`src/common/flash_id_pkg.sv`:
```
package flash_id_pkg;

  localparam int                ADDR_W               = 16;
  localparam int                DATA_W               = 16;

  // Word offsets
  localparam logic [15:0]       DEVICE_IDENTIFICATION_OFFSET     = 16'hF001;
  localparam logic [15:0]       VERSION_IDENTIFICATION_OFFSET    = 16'hF002;
  localparam logic [15:0]       DATA_BUF_OFFSET      = 16'hF003;
  localparam logic [15:0]       BOOT_BUF_OFFSET      = 16'hF004;
  localparam logic [15:0]       BUF_COUNT_OFFSET     = 16'hF005;
  localparam logic [15:0]       ARRAY_CELL_TYPE_OFFSET          = 16'hF006;
  localparam logic [15:0]       BLOCK_SEL_OFFSET     = 16'hF100;
  localparam logic [15:0]       DIE_BUF_OFFSET       = 16'hF101;
  localparam logic [15:0]       CB_BLOCK_OFFSET      = 16'hF102;
  localparam logic [15:0]       CB_PAGE_OFFSET       = 16'hF103;
  localparam logic [15:0]       RSVD_FIVE_OFFSET     = 16'hF104;
  localparam logic [15:0]       RSVD_SIX_OFFSET      = 16'hF105;

  // Identification field positions
  localparam int                SUPPLY_LSB           = 0;
  localparam int                BUS_STYLE_BIT        = 2;
  localparam int                DIE_COUNT_BIT        = 3;
  localparam int                DENSITY_LSB          = 4;

  localparam logic [1:0]        SUPPLY_1V8           = 2'h0;
  localparam logic [1:0]        SUPPLY_3V3           = 2'h1;
  localparam logic [2:0]        DENSITY_128M         = 3'h0;
  localparam logic [2:0]        DENSITY_256M         = 3'h1;
  localparam logic [2:0]        DENSITY_512M         = 3'h2;
  localparam logic [2:0]        DENSITY_1G           = 3'h3;
  localparam logic [2:0]        DENSITY_2G           = 3'h4;
  localparam logic [2:0]        DENSITY_4G           = 3'h5;

  // Fixed read-only values and the reset value of the writable registers
  localparam logic [15:0]       DATA_BUF_WORDS_VAL   = 16'h0800;
  localparam logic [15:0]       BOOT_BUF_WORDS_VAL   = 16'h0200;
  localparam logic [15:0]       BUF_COUNT_VAL        = 16'h0201;
  localparam logic [15:0]       ARRAY_CELL_TYPE_SLC_VAL         = 16'h0000;
  localparam logic [15:0]       ARRAY_CELL_TYPE_MLC_VAL         = 16'h0001;
  localparam logic [15:0]       RW_RESET_VAL         = 16'h0000;

  // Field positions of writable registers
  localparam int                BLOCK_INDEX_W        = 10;
  localparam int                DIE_SELECT_BIT       = 15;
  localparam int                CB_PAGE_LSB          = 2;
  localparam int                CB_PAGE_W            = 6;
  localparam int                CB_SECTOR_W          = 2;

  typedef struct packed {
    logic                       rd;
    logic                       wr;
    logic [ADDR_W-1:0]          addr;
    logic [DATA_W-1:0]          wdata;
  } host_req_type;

  typedef struct packed {
    logic                       core_die_select;
    logic [BLOCK_INDEX_W-1:0]   flash_block_index;
    logic                       buffer_die_select;
    logic [BLOCK_INDEX_W-1:0]   copyback_block_index;
    logic [CB_PAGE_W-1:0]       copyback_page_index;
    logic [CB_SECTOR_W-1:0]     copyback_sector_index;
  } start_addr_type;

endpackage

```
`src/rtl/flash_identity_address_regs.sv`:
```
// Overview of operation
// - Identity bits 1:0 give supply class, 00 for 1.8V, 01 for 2.65/3.3V.
// - Identity bit 2 marks demultiplexed bus, bit 3 marks a dual-die package.
// - Identity bits 6:4 encode density, 000 for 128Mb up to 101 for 4Gb.
// - Data buffer size reads 0800h, two buffers of 1024 words.
// - Boot buffer size reads 0200h, one 512-word buffer.
// - Buffer count reads 0201h: two data buffers, one boot buffer.
// - Array technology reads 0000h for SLC; 0001h would mean MLC.
// - Block select bits 9:0 hold the flash block index.
// - Block select bit 15 picks the core die, top bit of a 2048-block index.
// - Die buffer select has one writable top bit; others read zero.
// - Copy-back block register holds destination block in bits 9:0.
// - Copy-back page in bits 7:2, sector in bits 1:0, both reset zero.
// - All writable start-address registers reset to 0000h.
// - Fifth and sixth start-address locations are reserved, no function.
// - Version identification location is reserved, no host function.
module flash_identity_address_regs
  import flash_id_pkg::*;
#(
  parameter logic [1:0]         SUPPLY_CLASS    = SUPPLY_1V8,
  parameter logic               DEMUX_BUS       = 1'b0,
  parameter logic               DUAL_DIE        = 1'b0,
  parameter logic [2:0]         DENSITY_CODE    = DENSITY_1G,
  parameter logic               MLC_ARRAY       = 1'b0
)
(
  input  wire logic              CLK_SYS_IN,
  input  wire logic              RESET_N_IN,
  input  wire logic              CLK_EN_IN,
  input  wire logic              RD_IN,
  input  wire logic              WR_IN,
  input  wire logic [ADDR_W-1:0] ADDR_IN,
  input  wire logic [DATA_W-1:0] WDATA_IN,
  output logic      [DATA_W-1:0] RDATA_OUT,
  output logic                   RVALID_OUT,
  output start_addr_type         START_ADDR_OUT
);

  // One flag per decoded word; the else-if chain keeps them exclusive
  typedef struct packed {
    logic                       device_identification;
    logic                       version_identification;
    logic                       data_buf;
    logic                       boot_buf;
    logic                       buf_count;
    logic                       array_cell_type;
    logic                       block_sel;
    logic                       die_buf;
    logic                       cb_block;
    logic                       cb_page;
    logic                       rsvd_five;
    logic                       rsvd_six;
  } hit_type;

  typedef struct packed {
    logic                       block_sel;
    logic                       die_buf;
    logic                       cb_block;
    logic                       cb_page;
  } wr_strobe_type;

  typedef struct packed {
    start_addr_type             addr;
    logic [DATA_W-1:0]          rdata;
    logic                       rvalid;
  } state_type;

  localparam int                ADDR_STATE_W    = $bits(start_addr_type);

  state_type                    state_reg;
  state_type                    state_next;
  host_req_type                 req;
  hit_type                      hit;
  wr_strobe_type                wr_strobe;
  start_addr_type               wr_fields;
  logic [DATA_W-1:0]            identity_word;
  logic [DATA_W-1:0]            raw_word;
  logic [DATA_W-1:0]            read_mask;
  wire logic [DATA_W-1:0]       read_word;

  assign req = '{rd: RD_IN, wr: WR_IN, addr: ADDR_IN, wdata: WDATA_IN};

  always_comb
  begin
    hit = '0;
    if (req.addr == DEVICE_IDENTIFICATION_OFFSET)
    begin
      hit.device_identification = 1'b1;
    end
    else if (req.addr == VERSION_IDENTIFICATION_OFFSET)
    begin
      hit.version_identification = 1'b1;
    end
    else if (req.addr == DATA_BUF_OFFSET)
    begin
      hit.data_buf = 1'b1;
    end
    else if (req.addr == BOOT_BUF_OFFSET)
    begin
      hit.boot_buf = 1'b1;
    end
    else if (req.addr == BUF_COUNT_OFFSET)
    begin
      hit.buf_count = 1'b1;
    end
    else if (req.addr == ARRAY_CELL_TYPE_OFFSET)
    begin
      hit.array_cell_type = 1'b1;
    end
    else if (req.addr == BLOCK_SEL_OFFSET)
    begin
      hit.block_sel = 1'b1;
    end
    else if (req.addr == DIE_BUF_OFFSET)
    begin
      hit.die_buf = 1'b1;
    end
    else if (req.addr == CB_BLOCK_OFFSET)
    begin
      hit.cb_block = 1'b1;
    end
    else if (req.addr == CB_PAGE_OFFSET)
    begin
      hit.cb_page = 1'b1;
    end
    else if (req.addr == RSVD_FIVE_OFFSET)
    begin
      hit.rsvd_five = 1'b1;
    end
    else if (req.addr == RSVD_SIX_OFFSET)
    begin
      hit.rsvd_six = 1'b1;
    end
  end

  always_comb
  begin
    identity_word = '0;
    identity_word[SUPPLY_LSB +: 2] = SUPPLY_CLASS;
    identity_word[BUS_STYLE_BIT] = DEMUX_BUS;
    identity_word[DIE_COUNT_BIT] = DUAL_DIE;
    identity_word[DENSITY_LSB +: 3] = DENSITY_CODE;
  end

  always_comb
  begin
    raw_word = '0;
    if (hit.device_identification)
    begin
      raw_word = identity_word;
    end
    else if (hit.version_identification)
    begin
      raw_word = '0;
    end
    else if (hit.data_buf)
    begin
      raw_word = DATA_BUF_WORDS_VAL;
    end
    else if (hit.boot_buf)
    begin
      raw_word = BOOT_BUF_WORDS_VAL;
    end
    else if (hit.buf_count)
    begin
      raw_word = BUF_COUNT_VAL;
    end
    else if (hit.array_cell_type)
    begin
      if (MLC_ARRAY)
      begin
        raw_word = ARRAY_CELL_TYPE_MLC_VAL;
      end
      else
      begin
        raw_word = ARRAY_CELL_TYPE_SLC_VAL;
      end
    end
    else if (hit.block_sel)
    begin
      raw_word[DIE_SELECT_BIT] = state_reg.addr.core_die_select;
      raw_word[BLOCK_INDEX_W-1:0] = state_reg.addr.flash_block_index;
    end
    else if (hit.die_buf)
    begin
      raw_word[DIE_SELECT_BIT] = state_reg.addr.buffer_die_select;
    end
    else if (hit.cb_block)
    begin
      raw_word[BLOCK_INDEX_W-1:0] = state_reg.addr.copyback_block_index;
    end
    else if (hit.cb_page)
    begin
      raw_word[CB_PAGE_LSB +: CB_PAGE_W] = state_reg.addr.copyback_page_index;
      raw_word[CB_SECTOR_W-1:0] = state_reg.addr.copyback_sector_index;
    end
    else if (hit.rsvd_five)
    begin
      raw_word = '0;
    end
    else if (hit.rsvd_six)
    begin
      raw_word = '0;
    end
  end

  // Readable bits per word, so a stray field bit can never leak into a reserved position
  always_comb
  begin
    read_mask = '0;
    if (hit.device_identification)
    begin
      read_mask = '1;
    end
    else if (hit.data_buf)
    begin
      read_mask = '1;
    end
    else if (hit.boot_buf)
    begin
      read_mask = '1;
    end
    else if (hit.buf_count)
    begin
      read_mask = '1;
    end
    else if (hit.array_cell_type)
    begin
      read_mask = '1;
    end
    else if (hit.block_sel)
    begin
      read_mask[DIE_SELECT_BIT] = 1'b1;
      read_mask[BLOCK_INDEX_W-1:0] = '1;
    end
    else if (hit.die_buf)
    begin
      read_mask[DIE_SELECT_BIT] = 1'b1;
    end
    else if (hit.cb_block)
    begin
      read_mask[BLOCK_INDEX_W-1:0] = '1;
    end
    else if (hit.cb_page)
    begin
      read_mask[CB_PAGE_LSB +: CB_PAGE_W] = '1;
      read_mask[CB_SECTOR_W-1:0] = '1;
    end
    else if (hit.version_identification)
    begin
      read_mask = '0;
    end
    else if (hit.rsvd_five)
    begin
      read_mask = '0;
    end
    else if (hit.rsvd_six)
    begin
      read_mask = '0;
    end
  end

  generate
    for (genvar bit_idx = 0; bit_idx < DATA_W; bit_idx++)
    begin : gen_read_bit
      assign read_word[bit_idx] = raw_word[bit_idx] & read_mask[bit_idx];
    end
  endgenerate

  // Writes to anything but these four words never reach state
  always_comb
  begin
    wr_strobe = '0;
    if (req.wr)
    begin
      wr_strobe.block_sel = hit.block_sel;
      wr_strobe.die_buf = hit.die_buf;
      wr_strobe.cb_block = hit.cb_block;
      wr_strobe.cb_page = hit.cb_page;
    end
  end

  always_comb
  begin
    wr_fields = '0;
    wr_fields.core_die_select = req.wdata[DIE_SELECT_BIT];
    wr_fields.flash_block_index = req.wdata[BLOCK_INDEX_W-1:0];
    wr_fields.buffer_die_select = req.wdata[DIE_SELECT_BIT];
    wr_fields.copyback_block_index = req.wdata[BLOCK_INDEX_W-1:0];
    wr_fields.copyback_page_index = req.wdata[CB_PAGE_LSB +: CB_PAGE_W];
    wr_fields.copyback_sector_index = req.wdata[CB_SECTOR_W-1:0];
  end

  // Read and write in one cycle return the old word; the write lands behind it
  always_comb
  begin
    state_next = state_reg;
    state_next.rvalid = req.rd;
    if (req.rd)
    begin
      state_next.rdata = read_word;
    end
    if (wr_strobe.block_sel)
    begin
      state_next.addr.core_die_select = wr_fields.core_die_select;
      state_next.addr.flash_block_index = wr_fields.flash_block_index;
    end
    if (wr_strobe.die_buf)
    begin
      state_next.addr.buffer_die_select = wr_fields.buffer_die_select;
    end
    if (wr_strobe.cb_block)
    begin
      state_next.addr.copyback_block_index = wr_fields.copyback_block_index;
    end
    if (wr_strobe.cb_page)
    begin
      state_next.addr.copyback_page_index = wr_fields.copyback_page_index;
      state_next.addr.copyback_sector_index = wr_fields.copyback_sector_index;
    end
  end

  // Reset ignores the enable so a frozen block still comes out clean
  always_ff @(posedge CLK_SYS_IN)
  begin
    if (!RESET_N_IN)
    begin
      state_reg.addr <= start_addr_type'(ADDR_STATE_W'(RW_RESET_VAL));
      state_reg.rdata <= '0;
      state_reg.rvalid <= 1'b0;
    end
    else if (CLK_EN_IN)
    begin
      state_reg <= state_next;
    end
  end

  assign RDATA_OUT = state_reg.rdata;
  assign RVALID_OUT = state_reg.rvalid;
  assign START_ADDR_OUT = state_reg.addr;

endmodule // flash_identity_address_regs

```
`config.mk`:
```
export PLATFORM = sky130hd
export DESIGN_NAME = flash_identity_address_regs
export DESIGN_NICKNAME = d
export VERILOG_FILES = /design/src/common/flash_id_pkg.sv /design/src/rtl/flash_identity_address_regs.sv
export SDC_FILE = /design/constraint.sdc
export NUM_CORES = 1
export LEC_CHECK = 0
export CAP_MARGIN = 30
export CORE_MARGIN = 10
export CORE_UTILIZATION = 55
export DETAILED_ROUTE_END_ITERATION = 8
export DONT_BUFFER_PORTS = 1
export PLACE_DENSITY = 0.7
export RECOVER_POWER = 25
export SETUP_SLACK_MARGIN = 0.05
export SLEW_MARGIN = 30
export SYNTH_ARGS = -nofsm -noshare
export SYNTH_HDL_FRONTEND = slang
export SYNTH_SLANG_ARGS = --single-unit
```
`constraint.sdc`:
```
create_clock -name CLK_SYS_IN -period 4.45 [get_ports CLK_SYS_IN]
set_input_delay 0.6675 -clock CLK_SYS_IN [delete_from_list [all_inputs] [get_ports CLK_SYS_IN]]
set_output_delay 0.6675 -clock CLK_SYS_IN [all_outputs]
set_load 0.005 [all_outputs]
```
==> summary.md <==
| Metric | Value |
|---|---|
| Post-synth top area share | 42.9% |
| H-tree lvl count | 2 |
| Synth area leaders | dfxtp_1, mux2i_1, o21ai_0 |
| Final #Nets | 261 |
| VDD IR max | 277 uV |
| Largest net degree at the start of global routing | 50 |
| Comb pwr share | 3.6% |
| I/O pins | 84 |
| Critical Path Sink Type | flop |
| Most frequent cells in the layout | dfxtp_1, nand2_1, o21ai_0, nand3_1, mux2i_1 |
| Commonest non-fill, non-tap cell in the layout | dfxtp_1 |
| RR Startpoint | START_ADDR_OUT[28] |
| DR vias | 1,700 |
| Synth warn | 0 |
| Hold-fix buffers, CTS | 0 |
| DR WL/cell | 20.5 um |
| Gr ovfl total | 0 |
| Cell count after synthesis | 234 |
| Clock power frac | 42.9% |
| Setup Skew | 0.00529 ns |
| Worst-path fanout max | 16 |
| CP Data Arrival Time | 2.69 ns |
| Post-DR vias/cell | 6.27 |
| Post-DRT Antenna Nets | 0 |
| Status | finished, final reports clean |
| Yosys cell types | 41 |
| RSZ-0062 raised after global routing | false |
| Mean post-synth cell area | 8.58 sq um |
| Sequential share of the synthesized area | 42.9% |
| Sw Share | 22.0% |
| Worst R2R Setup Slack | 3.16 ns |
| Crit Path Class | primary input to flop |
| R2r endpoint | RDATA_OUT[9] |
| Leakage | 0.693 nW |
| Drt pass-1 iters | 4 |
| CTS sink count | 43 |
| Worst Path Required | 4.66 ns |
| Die footprint | 6460 sq um |
| Hold Path End | RDATA_OUT[9] |
| Post-route DRC | 0 |
| Setup crit start kind | primary input |
| R2R depth | 4 |
| Post-CTS Repair Setup Buffers | 0 |
| CP cell instances | or4_4, nor4_4, nand4_1, a31o_2 |
| Seq pwr share | 53.5% |
| Hold_sp | RDATA_OUT[9] |
| Int Power | 0.563 mW |
| Placement row count | 21 |
| Area leader, netlist | dfxtp_1 |
| Root Buffer | clkbuf_8 |
| Initial drt markers | 160 |
| Fillers | 315 |
| Ratio of cells with drive above 1 in the final layout | 8.00% |
| TritonCTS buffer count | 5 |
| DRT Wirelength | 5540 um |
| Routability cong. | 0.784 |
| Max Slew Vio Count | 0 |
| FF/Latch Area | 861 sq um |
| Minimum clock period | 2.48 ns |
| Final hold violation count | 0 |
| FMAX | 403 MHz |
| Sw power | 0.159 mW |
| PortBufs | 0 |
| WHS | 0.483 ns |
| Post-DP HPWL | 4110 um |
| #FFs+latches synth | 43 |
| ANT cells | 0 |
| Final Setup Violations | 0 |
| Placeable Area | 3440 sq um |
| Max-capacitance violation count | 0 |
| Setup TNS | 0 ns |
| Rel. slew slack | 53.4% |
| Hold Crit Class | flop to flop |
| Post-CTS sizing | 0 |
| Post-synthesis cell area | 2010 sq um |
| Max stage delay on crit path | 0.59 ns |
| Skew-Pair Late Insertion Delay | 0.31 ns |
| Initial antenna violation count | 0 |
| First-pass GRT wire length | 8620 um |
| PD cells | 343 nW/um^2 |
| Final period util | 55.8% |
| Tightest Pin Transition | 0.699 ns |
| CTS max path bufs | 2 |
| Die Ht | 80.4 um |
| Filler-free cell count of the finished design | 271 |
| Area growth from synthesis to layout | 4.80% |
| Clk slew on worst S/H paths | 0.09 ns |
| Initial core utilization | 58.3% |
| Multi-input logic area | 1060 sq um |
| Placed cells | 262 |
| Vias in the first global route | 1,715 |
| CTS tree | built |
| GRT Util Overall | 16.8% |
| CP max stage cell | nand4_1 |
| Die W | 80.4 um |
| Worst hold path cell count | 2 |
-- routing by layer --
layer | global-route usage (%) | vias to the layer above | wire length, um
met1 | 18.0 | 798 | 2020
met5 | 0 | - | 0
met2 | 27.1 | 88 | 2560
met4 | 5.11 | 0 | 65
li1 | - | 806 | -
met3 | 10.0 | 8 | 892
-- state kept, by name, indices dropped and copies added, names as in the netlist --
signal / count
START_ADDR_OUT: 30
RDATA_OUT: 12
RVALID_OUT: 1
-- kinds of logic after synthesis --
| kind of cell | Yosys count | share of synthesized area [%] |
|---|---|---|
| muxes | 16 | 8.04 |
| other | 1 | 0.187 |
| and+or+nand+nor | 95 | 25.2 |
| AOI/OAI and AO/OA | 56 | 18.3 |
| DFF | 43 | 42.9 |
| buffers and inverters | 22 | 4.99 |
| xor gates and xnor gates | 1 | 0.436 |
-- cell usage after synthesis --
master,number
a31o_2,4
a221oi_1,1
nand2_1,28
xor2_1,1
inv_1,1
nor4b_1,1
clkbuf_1,14
and4_1,1
a21boi_0,3
mux2_2,1
and2_1,5
nand2b_1,3
and3_1,2
buf_4,4
a2111o_1,1
a21boi_1,1
nor2b_1,14
mux2i_1,15
nor4_4,1
buf_2,2
or4_4,1
a22oi_1,7
or3_1,1
or4_1,2
or2_2,1
a211o_1,1
nor2_2,1
nand3_1,16
a32oi_1,1
a32o_1,1
o21ai_0,26
nor4_1,1
nor2_1,9
nand4_1,5
conb_1,1
o31ai_1,1
a21oi_1,4
nor3_1,3
dfxtp_1,43
a22o_1,5
buf_1,1
-- worst max-delay path by stage --
stage | endpoint | slack [ns] | startpoint
after global routing | START_ADDR_OUT[6] | 1.79 | ADDR_IN[4]
after CTS | START_ADDR_OUT[23] | 1.72 | ADDR_IN[4]
after detailed placement | START_ADDR_OUT[23] | 1.40 | ADDR_IN[4]
after floorplan | RDATA_OUT[9] | 1.89 | ADDR_IN[4]
final | START_ADDR_OUT[0] | 1.97 | ADDR_IN[4]
after global placement | START_ADDR_OUT[28] | 1.42 | ADDR_IN[4]
-- worst max-delay path, delay by kind of cell --
family             cells  cell delay, ns
and+or+nand+nor        3            1.57
AOI/OAI and AO/OA      1            0.45
-- power by group through the flow --
| stage | Combinational (mW) | Sequential (mW) | Clock [mW] |
|---|---|---|---|
| 3_3_place_gp | 0.0246 | 0.395 | 0 |
| 4_1_cts | 0.0257 | 0.386 | 0.311 |
| 6_report | 0.0263 | 0.386 | 0.310 |
| 5_1_grt | 0.0294 | 0.386 | 0.329 |
| 3_5_place_dp | 0.0256 | 0.395 | 0 |
| 2_1_floorplan | 0.0329 | 0.395 | 0 |
-- cell type report --
type	instances	share of cell area (%)
Clock buffer	5	3.27
Inverter	1	0.178
Tap cell	46	2.74
Timing Repair Buffer	1	0.535
Sequential cell	43	40.9
Multi-Input combinational cell	172	50.3
Clock inverter	3	2.08
-- metrics by stage --
step	util, %	setup WS (ns)	area, sq um	total power [mW]
after floorplan	-	1.89	2020	0.428
final	61.1	1.97	2100	0.722
after detailed placement	57.5	1.40	1980	0.421
after global placement	57.5	1.42	1980	0.420
after CTS	60.8	1.72	2090	0.723
after global routing	61.1	1.79	2100	0.745
Power figures use the tool's default switching activity.
